==> src/pkg/bzc_pkg.sv <==
// constants and types for the backlight zone current registers
package bzc_pkg;
  localparam int unsigned CODE_W    = 7;
  localparam int unsigned DATA_W    = 8;
  localparam int unsigned ADDR_W    = 8;
  // register byte addresses
  localparam logic [7:0]  ADDR_BRIGHT_MAX = 8'h0C;
  localparam logic [7:0]  ADDR_BRIGHT_DIM = 8'h0D;
  localparam logic [7:0]  ADDR_OFFICE_MAX = 8'h0E;
  localparam logic [7:0]  ADDR_OFFICE_DIM = 8'h0F;
  // field layout: code in bits 6..0, bit 7 reserved and read as zero
  localparam int unsigned CODE_MSB  = 6;
  localparam int unsigned RSVD_BIT  = 7;
  localparam logic        RSVD_VAL  = 1'h0;
  // code values
  localparam logic [6:0]  CODE_RESET = 7'h00;
  localparam logic [6:0]  CODE_ZERO  = 7'h00;
  localparam logic [6:0]  CODE_FULL  = 7'h7F;
  localparam logic [7:0]  RD_IDLE    = 8'h00;
  // active ambient zone encoding
  localparam logic [1:0]  ZONE_OTHER  = 2'h0;
  localparam logic [1:0]  ZONE_BRIGHT = 2'h1;
  localparam logic [1:0]  ZONE_OFFICE = 2'h2;

  typedef enum logic [2:0] {
    BZC_OFF = 3'b001,
    BZC_MAX = 3'b010,
    BZC_DIM = 3'b100
  } bzc_mode_type;

  typedef struct packed {
    logic [6:0] brightMax;
    logic [6:0] brightDim;
    logic [6:0] officeMax;
    logic [6:0] officeDim;
    logic [7:0] rdData;
  } bzc_regs_type;

  typedef struct packed {
    bzc_mode_type mode;
    logic [6:0]   code;
    logic         zero;
    logic         full;
  } bzc_sel_type;

  localparam bzc_regs_type REGS_RESET = '{brightMax: CODE_RESET, brightDim: CODE_RESET,
                                          officeMax: CODE_RESET, officeDim: CODE_RESET,
                                          rdData: RD_IDLE};
  localparam bzc_sel_type  SEL_RESET  = '{mode: BZC_OFF, code: CODE_ZERO, zero: 1'b1, full: 1'b0};
endpackage

==> src/pkg/bzc_sel_if.sv <==
// codes from the register bank to the selector and the chosen code back
`timescale 1ns/1ps
interface bzc_sel_if;
  import bzc_pkg::*;
  logic [6:0]   brightMax;
  logic [6:0]   brightDim;
  logic [6:0]   officeMax;
  logic [6:0]   officeDim;
  bzc_sel_type  sel;

  modport regs (output brightMax, output brightDim, output officeMax, output officeDim, input sel);
  modport pick (input brightMax, input brightDim, input officeMax, input officeDim, output sel);
endinterface

==> src/rtl/bzc_zone_regs.sv <==
// bright and office zone maximum and dim current registers with code selection
`timescale 1ns/1ps
module bzc_zone_regs
  import bzc_pkg::*;
(
  input  wire logic              core_clk,
  input  wire logic              rstn,
  input  wire logic [ADDR_W-1:0] regAddr,
  input  wire logic              regWrEn,
  input  wire logic [DATA_W-1:0] regWrData,
  input  wire logic              regRdEn,
  output logic      [DATA_W-1:0] regRdData,
  input  wire logic [1:0]        zoneSel,
  input  wire logic              dimTimeout,
  input  wire logic              dimEnable,
  output logic      [CODE_W-1:0] currentCode,
  output logic                   dimActive,
  output logic                   zeroCurrent,
  output logic                   fullScale
);
  bzc_regs_type regQ;
  bzc_regs_type regD;
  logic [6:0]   rdCode;
  logic         rdHit;

  // carries the four codes to the selector and its choice back
  bzc_sel_if selBus ();

  // read decode: code field of the addressed register, nothing for unmapped
  always_comb begin
    rdCode = CODE_ZERO;
    rdHit  = 1'b1;
    case (regAddr)
      ADDR_BRIGHT_MAX: rdCode = regQ.brightMax;
      ADDR_BRIGHT_DIM: rdCode = regQ.brightDim;
      ADDR_OFFICE_MAX: rdCode = regQ.officeMax;
      ADDR_OFFICE_DIM: rdCode = regQ.officeDim;
      default:         rdHit  = 1'b0;
    endcase
  end

  // register writes and registered read data
  always_comb begin
    regD = regQ;
    if (regWrEn) begin
      case (regAddr)
        ADDR_BRIGHT_MAX: regD.brightMax = regWrData[CODE_MSB:0];
        ADDR_BRIGHT_DIM: regD.brightDim = regWrData[CODE_MSB:0];
        ADDR_OFFICE_MAX: regD.officeMax = regWrData[CODE_MSB:0];
        ADDR_OFFICE_DIM: regD.officeDim = regWrData[CODE_MSB:0];
        default:         regD = regQ; // unmapped writes are dropped
      endcase
    end
    // a read and a write at one edge: the read gets the old code
    if (regRdEn) begin
      regD.rdData = rdHit ? {RSVD_VAL, rdCode} : RD_IDLE; // reserved bit 7 reads zero
    end
  end

  // state register
  always_ff @(posedge core_clk) begin
    if (!rstn) begin
      regQ <= REGS_RESET;
    end else begin
      regQ <= regD;
    end
  end

  // hand the stored codes to the selector
  assign selBus.brightMax = regQ.brightMax;
  assign selBus.brightDim = regQ.brightDim;
  assign selBus.officeMax = regQ.officeMax;
  assign selBus.officeDim = regQ.officeDim;

  bzc_code_select uSelect (
    .core_clk   (core_clk),
    .rstn       (rstn),
    .zoneSel    (zoneSel),
    .dimTimeout (dimTimeout),
    .dimEnable  (dimEnable),
    .codes      (selBus)
  );

  // outputs, all from flops
  assign regRdData   = regQ.rdData;
  assign currentCode = selBus.sel.code;
  assign dimActive   = (selBus.sel.mode == BZC_DIM);
  assign zeroCurrent = selBus.sel.zero;
  assign fullScale   = selBus.sel.full;

  // write checks: only bits 6..0 of the written byte are kept
  // bit 7 is dropped at the write, so the code field alone is compared
  a_wr_bright_max: assert property (@(posedge core_clk) disable iff (!rstn)
    (regWrEn && regAddr == ADDR_BRIGHT_MAX) |=> (regQ.brightMax == $past(regWrData[CODE_MSB:0])))
    else $error("bright max write lost");
  a_wr_bright_dim: assert property (@(posedge core_clk) disable iff (!rstn)
    (regWrEn && regAddr == ADDR_BRIGHT_DIM) |=> (regQ.brightDim == $past(regWrData[CODE_MSB:0])))
    else $error("bright dim write lost");
  a_wr_office_max: assert property (@(posedge core_clk) disable iff (!rstn)
    (regWrEn && regAddr == ADDR_OFFICE_MAX) |=> (regQ.officeMax == $past(regWrData[CODE_MSB:0])))
    else $error("office max write lost");
  a_wr_office_dim: assert property (@(posedge core_clk) disable iff (!rstn)
    (regWrEn && regAddr == ADDR_OFFICE_DIM) |=> (regQ.officeDim == $past(regWrData[CODE_MSB:0])))
    else $error("office dim write lost");

  // codes hold without a write to their own address
  // a strobe aimed at any other address must leave them alone
  a_hold_bright_max: assert property (@(posedge core_clk) disable iff (!rstn)
    !(regWrEn && regAddr == ADDR_BRIGHT_MAX) |=> $stable(regQ.brightMax))
    else $error("bright max changed without a write");
  a_hold_bright_dim: assert property (@(posedge core_clk) disable iff (!rstn)
    !(regWrEn && regAddr == ADDR_BRIGHT_DIM) |=> $stable(regQ.brightDim))
    else $error("bright dim changed without a write");
  a_hold_office_max: assert property (@(posedge core_clk) disable iff (!rstn)
    !(regWrEn && regAddr == ADDR_OFFICE_MAX) |=> $stable(regQ.officeMax))
    else $error("office max changed without a write");
  a_hold_office_dim: assert property (@(posedge core_clk) disable iff (!rstn)
    !(regWrEn && regAddr == ADDR_OFFICE_DIM) |=> $stable(regQ.officeDim))
    else $error("office dim changed without a write");

  // write then read back through the port
  // the read sees the code written one edge earlier
  a_rd_back: assert property (@(posedge core_clk) disable iff (!rstn)
    (regWrEn && regAddr == ADDR_BRIGHT_MAX) ##1 (regRdEn && !regWrEn && regAddr == ADDR_BRIGHT_MAX)
    |=> (regRdData == {1'b0, $past(regWrData[CODE_MSB:0], 2)}))
    else $error("bright max read back wrong");
  a_rd_reserved: assert property (@(posedge core_clk) disable iff (!rstn)
    $past(regRdEn) |-> (regRdData[RSVD_BIT] == RSVD_VAL))
    else $error("reserved bit not zero");

  // read path: a mapped read returns the stored code, an unmapped one zero
  // a read and a write at one edge return the code from before the write
  a_rd_bright_max: assert property (@(posedge core_clk) disable iff (!rstn)
    (regRdEn && regAddr == ADDR_BRIGHT_MAX) |=>
    (regRdData == {RSVD_VAL, $past(regQ.brightMax)}))
    else $error("bright max read wrong");
  a_rd_bright_dim: assert property (@(posedge core_clk) disable iff (!rstn)
    (regRdEn && regAddr == ADDR_BRIGHT_DIM) |=>
    (regRdData == {RSVD_VAL, $past(regQ.brightDim)}))
    else $error("bright dim read wrong");
  a_rd_office_max: assert property (@(posedge core_clk) disable iff (!rstn)
    (regRdEn && regAddr == ADDR_OFFICE_MAX) |=>
    (regRdData == {RSVD_VAL, $past(regQ.officeMax)}))
    else $error("office max read wrong");
  a_rd_office_dim: assert property (@(posedge core_clk) disable iff (!rstn)
    (regRdEn && regAddr == ADDR_OFFICE_DIM) |=>
    (regRdData == {RSVD_VAL, $past(regQ.officeDim)}))
    else $error("office dim read wrong");
  a_rd_unmapped: assert property (@(posedge core_clk) disable iff (!rstn)
    (regRdEn && (regAddr < ADDR_BRIGHT_MAX || regAddr > ADDR_OFFICE_DIM)) |=> (regRdData == RD_IDLE))
    else $error("unmapped read not zero");

  // read data stands until the next read strobe
  // the host may take the byte at any edge before its next read
  a_rd_stands: assert property (@(posedge core_clk) disable iff (!rstn)
    !regRdEn |=> $stable(regRdData))
    else $error("read data moved without a read");

  // selection checks: code one cycle after the zone and dim inputs
  // the stored code is sampled at the same edge as the zone
  a_sel_bright_max: assert property (@(posedge core_clk) disable iff (!rstn)
    (zoneSel == ZONE_BRIGHT && !dimTimeout && !dimEnable) |=>
    (currentCode == $past(regQ.brightMax)) && !dimActive)
    else $error("bright max not applied");
  a_sel_bright_dim: assert property (@(posedge core_clk) disable iff (!rstn)
    (zoneSel == ZONE_BRIGHT && (dimTimeout || dimEnable)) |=>
    (currentCode == $past(regQ.brightDim)) && dimActive)
    else $error("bright dim not applied");
  a_sel_office_max: assert property (@(posedge core_clk) disable iff (!rstn)
    (zoneSel == ZONE_OFFICE && !dimTimeout && !dimEnable) |=>
    (currentCode == $past(regQ.officeMax)) && !dimActive)
    else $error("office max not applied");
  a_sel_office_dim: assert property (@(posedge core_clk) disable iff (!rstn)
    (zoneSel == ZONE_OFFICE && (dimTimeout || dimEnable)) |=>
    (currentCode == $past(regQ.officeDim)) && dimActive)
    else $error("office dim not applied");
  // foreign zones give nothing from this bank
  a_sel_other: assert property (@(posedge core_clk) disable iff (!rstn)
    (zoneSel != ZONE_BRIGHT && zoneSel != ZONE_OFFICE) |=> zeroCurrent && !dimActive && (currentCode == CODE_ZERO))
    else $error("foreign zone gave current");

  // a write seen by the lit zone reaches the sinks two edges later
  // one edge lands the register, the next one the selector
  a_code_follow: assert property (@(posedge core_clk) disable iff (!rstn)
    (regWrEn && regAddr == ADDR_BRIGHT_MAX && zoneSel == ZONE_BRIGHT && !dimTimeout && !dimEnable) ##1
    (zoneSel == ZONE_BRIGHT && !dimTimeout && !dimEnable) |=> (currentCode == $past(regWrData[CODE_MSB:0], 2)))
    else $error("written bright max not applied");

  // dac end points
  // zero and full flags must match the code the sinks see
  a_code_ends: assert property (@(posedge core_clk) disable iff (!rstn)
    (zeroCurrent == (currentCode == CODE_ZERO)) && (fullScale == (currentCode == CODE_FULL)))
    else $error("end point flags wrong");

  // dim codes hold while the dim condition lasts
  // a missed dim would flash the panel back to its maximum code
  a_dim_hold: assert property (@(posedge core_clk) disable iff (!rstn)
    (zoneSel == ZONE_BRIGHT && dimEnable && !regWrEn) [*3] |=> (currentCode == regQ.brightDim))
    else $error("dim code not held");
  a_dim_hold_office: assert property (@(posedge core_clk) disable iff (!rstn)
    (zoneSel == ZONE_OFFICE && dimTimeout && !regWrEn) [*3] |=> (currentCode == regQ.officeDim))
    else $error("office dim code not held");

  // reset clears every code and parks the selector at zero current
  // no disable clause here: this check watches the reset itself
  a_reset_values: assert property (@(posedge core_clk)
    !rstn |=> (regQ == REGS_RESET) && (currentCode == CODE_ZERO) && zeroCurrent && !fullScale && !dimActive
    && (regRdData == RD_IDLE))
    else $error("reset values wrong");

  // main scenarios
  c_bright_dim: cover property (@(posedge core_clk) disable iff (!rstn)
    (zoneSel == ZONE_BRIGHT && !dimEnable && !dimTimeout) ##1 (zoneSel == ZONE_BRIGHT && dimTimeout));
  c_office_dim: cover property (@(posedge core_clk) disable iff (!rstn)
    (zoneSel == ZONE_OFFICE && dimEnable) ##1 dimActive);
  c_full_scale: cover property (@(posedge core_clk) disable iff (!rstn) fullScale);
  c_zone_swap: cover property (@(posedge core_clk) disable iff (!rstn)
    (zoneSel == ZONE_BRIGHT) ##1 (zoneSel == ZONE_OFFICE));
  c_rd_back: cover property (@(posedge core_clk) disable iff (!rstn)
    (regWrEn && regAddr == ADDR_BRIGHT_MAX) ##1 (regRdEn && regAddr == ADDR_BRIGHT_MAX));
endmodule

==> src/rtl/bzc_code_select.sv <==
// picks the backlight code from the active zone and the dim condition
`timescale 1ns/1ps
module bzc_code_select
  import bzc_pkg::*;
(
  input  wire logic       core_clk,
  input  wire logic       rstn,
  input  wire logic [1:0] zoneSel,
  input  wire logic       dimTimeout,
  input  wire logic       dimEnable,
  bzc_sel_if.pick         codes
);
  bzc_sel_type selQ;
  bzc_sel_type selD;
  logic        dimmed;

  // dim condition: timer expiry or the enable flag
  assign dimmed = dimTimeout | dimEnable;

  // next mode and code
  always_comb begin
    selD = selQ;
    case (zoneSel)
      ZONE_BRIGHT: begin
        selD.mode = dimmed ? BZC_DIM : BZC_MAX;
        selD.code = dimmed ? codes.brightDim : codes.brightMax;
      end
      ZONE_OFFICE: begin
        selD.mode = dimmed ? BZC_DIM : BZC_MAX;
        selD.code = dimmed ? codes.officeDim : codes.officeMax;
      end
      default: begin
        selD.mode = BZC_OFF; // zones outside this bank give no current here
        selD.code = CODE_ZERO;
      end
    endcase
    // code passes straight to the dac: all zeros is off, all ones is full scale
    selD.zero = (selD.code == CODE_ZERO);
    selD.full = (selD.code == CODE_FULL);
  end

  // state register
  always_ff @(posedge core_clk) begin
    if (!rstn) begin
      selQ <= SEL_RESET;
    end else begin
      selQ <= selD;
    end
  end

  assign codes.sel = selQ;

  a_mode_onehot: assert property (@(posedge core_clk) disable iff (!rstn)
    $onehot(selQ.mode)) else $error("mode not one-hot");
  a_zone_off: assert property (@(posedge core_clk) disable iff (!rstn)
    (zoneSel == ZONE_OTHER) |=> (selQ.mode == BZC_OFF) && (selQ.code == CODE_ZERO))
    else $error("foreign zone did not force zero code");
endmodule

==> config.mk <==
export PLATFORM = sky130hd
export DESIGN_NAME = bzc_zone_regs
export DESIGN_NICKNAME = d
export VERILOG_FILES = /design/src/pkg/bzc_pkg.sv /design/src/pkg/bzc_sel_if.sv /design/src/rtl/bzc_zone_regs.sv /design/src/rtl/bzc_code_select.sv
export SDC_FILE = /design/constraint.sdc
export NUM_CORES = 1
export LEC_CHECK = 0
export BUFFER_PORTS_ARGS = -buffer_cell sky130_fd_sc_hd__clkbuf_2
export CORE_MARGIN = 10
export CORE_UTILIZATION = 52
export CTS_BUF_LIST = sky130_fd_sc_hd__clkbuf_4 sky130_fd_sc_hd__clkbuf_8
export CTS_CLUSTER_DIAMETER = 40
export DETAILED_ROUTE_END_ITERATION = 12
export PLACE_DENSITY = 0.83
export SETUP_SLACK_MARGIN = 0.5
export SLEW_MARGIN = 20
export SYNTH_ARGS = -nofsm -noshare
export SYNTH_HDL_FRONTEND = slang
export SYNTH_HIERARCHICAL = 1
export SYNTH_SLANG_ARGS = --single-unit
==> constraint.sdc <==
create_clock -name core_clk -period 1.8 [get_ports core_clk]
set_clock_uncertainty 0.2 [all_clocks]
set_input_delay 0.18 -clock core_clk [delete_from_list [all_inputs] [get_ports core_clk]]
set_output_delay 0.18 -clock core_clk [all_outputs]
set_load 0.02 [all_outputs]
Yosys cells after proc, flatten, opt, wreduce, memory -nomap -nowiden. Cells that the tools add are included.

Flip-flop bits (word level): 48. Bits of input ports: 24. Output and inout bits: 18. Word-level logic and storage cells: 32.

Equal/unequal tests: 8. Multiplexer cells: 8. Bitwise gates (word level): 1. Reduce and logical (&&, ||, !) cells: 6.

Operators with widths (count): == test 8 x 4 -> 1 bit (second input constant) (4); one-hot mux 7 bit (4 select lines) (1); two-way mux 7 bit (3); one-hot mux 10 bit (2 select lines) (1); two-way mux 8 bit (1); AND reduction 2 bit (4); == test 7 bit (second input constant) (1); logical NOT 7 bit (1); OR reduction 4 bit (1); == test 3 bit (second input constant) (1); two-way mux 3 bit (1); == test 2 x 1 -> 1 bit (second input constant) (1); == test 2 bit (second input constant) (1); two-way mux 1 bit (1); OR 1 bit (1).

Longest topological paths before layout.
Word-level depth: 5. Mapped depth: 8. Mapped depth without buffers: 6.

Modules after synthesis. Netlist, hierarchy kept.

By module, submodules not included: bzc_zone_regs (times used 1, cells an instance 136, area each 1532.7 µm², sequential area each 700.7 µm²); bzc_code_select (times used 1, cells an instance 77, area each 728.2 µm², sequential area each 240.2 µm²).

Worst setup path after synthesis. OpenSTA, ideal clock, no wires.

Path type: in2reg. Start: input regAddr[5]. End: register regQ (netlist bit selBus.brightMax[4]). Library setup time: 120 ps. Arrival time: 1568 ps. Data required time: 1480 ps. Path slack: -88 ps. Stages: 5. Buffers on the path: 2. Path through: or4_4 > buf_6 > or4_4 > buf_6 > mux2i_1.

Longest elaborated chain between the ends: 2.

Ends and longest elaborated chain: from (decl) (line bzc_zone_regs.sv:8) `input wire logic [ADDR_W-1:0] regAddr,`; == test 8 x 4 -> 1 bit (line bzc_zone_regs.sv:46) `case (regAddr)`; AND reduction 2 bit (no source line); to (signal assigned) (line bzc_zone_regs.sv:65) `regQ <= regD;`; to (decl) (line bzc_zone_regs.sv:21) `bzc_regs_type regQ;`.

No other way between the ends. A chain may end at the register's enable or synchronous reset.

Final worst setup path.
Start: input regAddr[5]. End: register regQ (netlist bit selBus.brightMax[6]).

The elaborated chain is that of the path after synthesis.

==> results list <==
- TritonCTS built the clock tree.
* First drt pass iteration count: 7
- Number of cells traversed by the worst hold path: 2
* # Max-Cap Violations: 0
- Avg Cell Area, Syn: 10.61 um^2
* Clock insertion delay at the later pin of the skew report: 0.32 ns
* Gpl congestion: 0.9015
* Aggregate global-route resource usage: 16.55%
- Ys flop type: sky130_fd_sc_hd__dfxtp_1
- 0 antenna diodes ended up in the layout.
- The first routing iteration left 206 violations.
- After synthesis the netlist holds a flip-flop and latch count of 47.
- I/O pin count: 42
- Initial Utilization: 54.94%
- Die area: 7386 um^2
- Clock root buffer master: sky130_fd_sc_hd__clkbuf_8
- Static power due to leakage: 1.160 nW
- Yosys mapped the design onto 45 distinct sky130hd cell types.
- Period Utilization, post-route: 85.89%
- The number of max-slew violations in the final report is 0.
- Minimum clock period: 1.546 ns
- Dpl ws: -0.1023 ns
- TritonCTS buffer count: 5
* HPWL after DPL: 4226 um
* Reg2reg start: selBus.officeDim[6]$_SDFFE_PN0P_
* Fraction of layout cells with a size suffix above 1: 45.22%
- Number of antenna violations at the first check in global routing: 0
* Critical path capture point type: register
* CTS H-tree depth: 2
- The completed layout was analyzed and its total power is 2.060 mW.
- Synth-to-layout area growth: 29.22%
* Crit path DAT: 1.60 ns
* Required time of the worst setup path: 1.85 ns
* Total vias in the final route: 2022
* Number of endpoints with negative hold slack in the final report: 1
- Pin count of the biggest net entering global routing: 20
* Worst relative slew slack: 65.35%
- Based on the critical path, the design can be clocked at up to 646.8 MHz.
- The worst setup path is launched from an input port.
- After clock tree synthesis, the clock-pin slew on the worst setup and hold paths is 0.10 ns.
- Die height: 85.94 um
* Endpoint of the lowest-slack register-to-register path: uSelect/codes.sel[0]$_SDFF_PN0_
- Synthesis produced 213 cells.
- Net count reported at finish: 297
- In the routed layout, each cell is associated on average with a via count of 6.280.
- Post-placement cell count: 303
- Final count of negative-setup-slack endpoints: 0
- Peak ir drop on the vdd network: 459.4 uV
* Post-synth EDFFs: 0
* Final cell count without fillers: 322
- After detailed routing, the total wire length is 6104 um.
- Standard cell core area: 4115 um^2
- Worst-path maximum fanout: 7
- Remaining antenna violation count: 0
* Post-CTS Hold Buffers: 7
* Utilization after layout: 70.99%
- Number of buffers inserted by port buffering: 39
* Hold/Removal Path Class: in -> reg
- For this run, design rule violations remaining after detail routing come to 0.
* Startpoint of the lowest-slack hold path: rstn
* Total Neg Setup Slack: 0 ns
* Number of filler cells placed in the layout: 293
* Number of buffers on the longest clock path: 2
- Wire length of the first global-routing pass: 10010 um
- Hold timing on the final database bottoms out at a slack of -0.05359 ns.
- Setup slack, reg-to-reg: 0.27 ns
* Per-cell routed wire length: 18.96 um
* Run status: finished with violations
- Hold path endpoint: uSelect/codes.sel[9]$_SDFF_PN1_
- Worst-case reg-to-reg path depth: 4
- Vias in the first global route: 1943
- The worst setup path is of the in -> reg kind.
- The total overflow left after global routing is 0.
- Fin worst setup slack: 0.2540 ns
- FP Rows: 23
- Yosys printed 6 warnings.
- Setup repair after global routing could not meet its margin everywhere.
- Power spread over the standard cell area amounts to 705.1 nW/um^2.
- Part of the Yosys area used for sequential elements: 41.62%
- Measured along the x axis, the die boundary spans 85.94 um.
- Fraction of registers with async set or reset after synthesis: 0%
- The checks that failed: negative hold slack.
- Worst-Margin Slew: 0.5197 ns
* Count of clock tree sinks: 47
- Post-Syn Area: 2261 um^2
* Net count after synthesis: 239
-- cell usage in the layout, fill, tap and decap left out, types with 2 or more instances in the layout --
master and instances:
sky130_fd_sc_hd__nand2_1 40, sky130_fd_sc_hd__clkbuf_2 38, sky130_fd_sc_hd__dfxtp_1 30, sky130_fd_sc_hd__mux2i_1 28
sky130_fd_sc_hd__buf_4 19, sky130_fd_sc_hd__dfxtp_2 17, sky130_fd_sc_hd__mux4_2 7, sky130_fd_sc_hd__a32o_1 7
sky130_fd_sc_hd__dlygate4sd3_1 7, sky130_fd_sc_hd__nor2_1 6, sky130_fd_sc_hd__a22oi_2 6, sky130_fd_sc_hd__clkbuf_8 5
sky130_fd_sc_hd__a221oi_1 4, sky130_fd_sc_hd__o21ai_0 4, sky130_fd_sc_hd__nor4_4 3, sky130_fd_sc_hd__buf_6 3
sky130_fd_sc_hd__mux2_4 3, sky130_fd_sc_hd__or4_4 2, sky130_fd_sc_hd__inv_1 2, sky130_fd_sc_hd__o211ai_1 2
sky130_fd_sc_hd__o21ai_1 2, sky130_fd_sc_hd__nor3_2 2, sky130_fd_sc_hd__nor3_1 2, sky130_fd_sc_hd__o41ai_2 2
sky130_fd_sc_hd__nand3_1 2, sky130_fd_sc_hd__a22o_1 2, sky130_fd_sc_hd__ha_4 2
-- cells by family (layout without fill, tap and decap cells) --
family                     count (synthesis)  in the layout  share of synthesized area, %
other                                      1              1                        0.1659
adders and majority gates                  2              2                         1.107
muxes                                     38             38                         21.03
buffers and inverters                     20             79                         5.699
DFF                                       47             47                         41.62
and+or+nand+nor                           66             66                         16.21
AOI/OAI and AO/OA                         39             39                         14.17
-- what timing repair did --
action / 4_1_cts / 5_1_grt
setup endpoints to repair: 39 / 40
pin swaps: 8 / 7
setup buffers: 3 / 1
endpoints found under the hold margin: 23 / 1
resized for setup: 23 / 7
-- sequential cells by signal, indices dropped and copies added, names as in the netlist --
signal             count
regRdData              7
selBus.brightDim       7
selBus.brightMax       7
selBus.officeDim       7
selBus.officeMax       7
uSelect/codes.sel     12
-- per-layer routing --
metal,vias to the layer above,track usage [%],routed length [um]
li1,905,-,-
met1,960,19.50,2282
met2,126,27.59,3021
met3,31,4.920,594
met4,0,6.138,205
met5,-,0,0
-- through the flow --
step	hold WS, ns	instance area [um^2]
after floorplan	0.1388	2361
after global placement	0.2594	2615
after detailed placement	0.2650	2615
after CTS	-0.05232	2878
after global routing	-0.04540	2922
final	-0.05359	2922
-- synthesized netlist by cell type (2+ instances only) --
library cell	n	area share [%]
sky130_fd_sc_hd__a221oi_1	5	1.9
sky130_fd_sc_hd__a22o_1	2	0.77
sky130_fd_sc_hd__a22oi_1	5	1.7
sky130_fd_sc_hd__a32o_1	7	3.1
sky130_fd_sc_hd__buf_4	2	0.66
sky130_fd_sc_hd__buf_6	6	3.0
sky130_fd_sc_hd__clkbuf_1	7	1.2
sky130_fd_sc_hd__dfxtp_1	47	42
sky130_fd_sc_hd__ha_1	2	1.1
sky130_fd_sc_hd__inv_1	4	0.66
sky130_fd_sc_hd__mux2i_1	28	12
sky130_fd_sc_hd__mux4_2	7	7.0
sky130_fd_sc_hd__nand2_1	40	6.6
sky130_fd_sc_hd__nand2b_1	2	0.55
sky130_fd_sc_hd__nand3_1	2	0.44
sky130_fd_sc_hd__nor2_1	6	1.0
sky130_fd_sc_hd__nor3_1	3	0.66
sky130_fd_sc_hd__nor3_2	2	0.89
sky130_fd_sc_hd__nor4_4	3	2.8
sky130_fd_sc_hd__o211ai_1	2	0.66
sky130_fd_sc_hd__o21ai_0	4	0.89
sky130_fd_sc_hd__o21ai_1	2	0.44
sky130_fd_sc_hd__o41ai_1	2	0.77
sky130_fd_sc_hd__or4_4	2	1.0
-- worst max-delay path by stage --
stage | from | to | slack (ns)
floorplan | regAddr[5] | selBus.brightMax[4]$_SDFFE_PN0P_ | -0.09
global placement | regAddr[5] | selBus.brightMax[5]$_SDFFE_PN0P_ | -0.04
detailed placement | regAddr[5] | selBus.brightDim[4]$_SDFFE_PN0P_ | -0.10
CTS | regAddr[5] | selBus.brightMax[6]$_SDFFE_PN0P_ | 0.25
global route | regAddr[5] | selBus.brightMax[6]$_SDFFE_PN0P_ | 0.24
finish | regAddr[5] | selBus.brightMax[6]$_SDFFE_PN0P_ | 0.25
-- worst max-delay path, cell delays in order --
cell and delay, ns:
sky130_fd_sc_hd__clkbuf_2 0.08, sky130_fd_sc_hd__or4_4 0.53, sky130_fd_sc_hd__or4_4 0.59, sky130_fd_sc_hd__mux2i_1 0.21
-- power breakdown --
part           switching, mW  internal [mW]
logic                  0.119         0.0849
registers            0.00282           1.05
clock network          0.387          0.421
-- layout make-up --
class	count	area (um^2)	area share, %
clock buffer	5	68.82	2.355
timing repair buffer	67	436.7	14.95
sequential	47	962.2	32.93
inverter	4	30.03	1.028
tap	50	62.56	2.141
clock inverter	3	47.55	1.627
multi-input combinational	146	1314	44.97
Power figures use the tool's default switching activity.
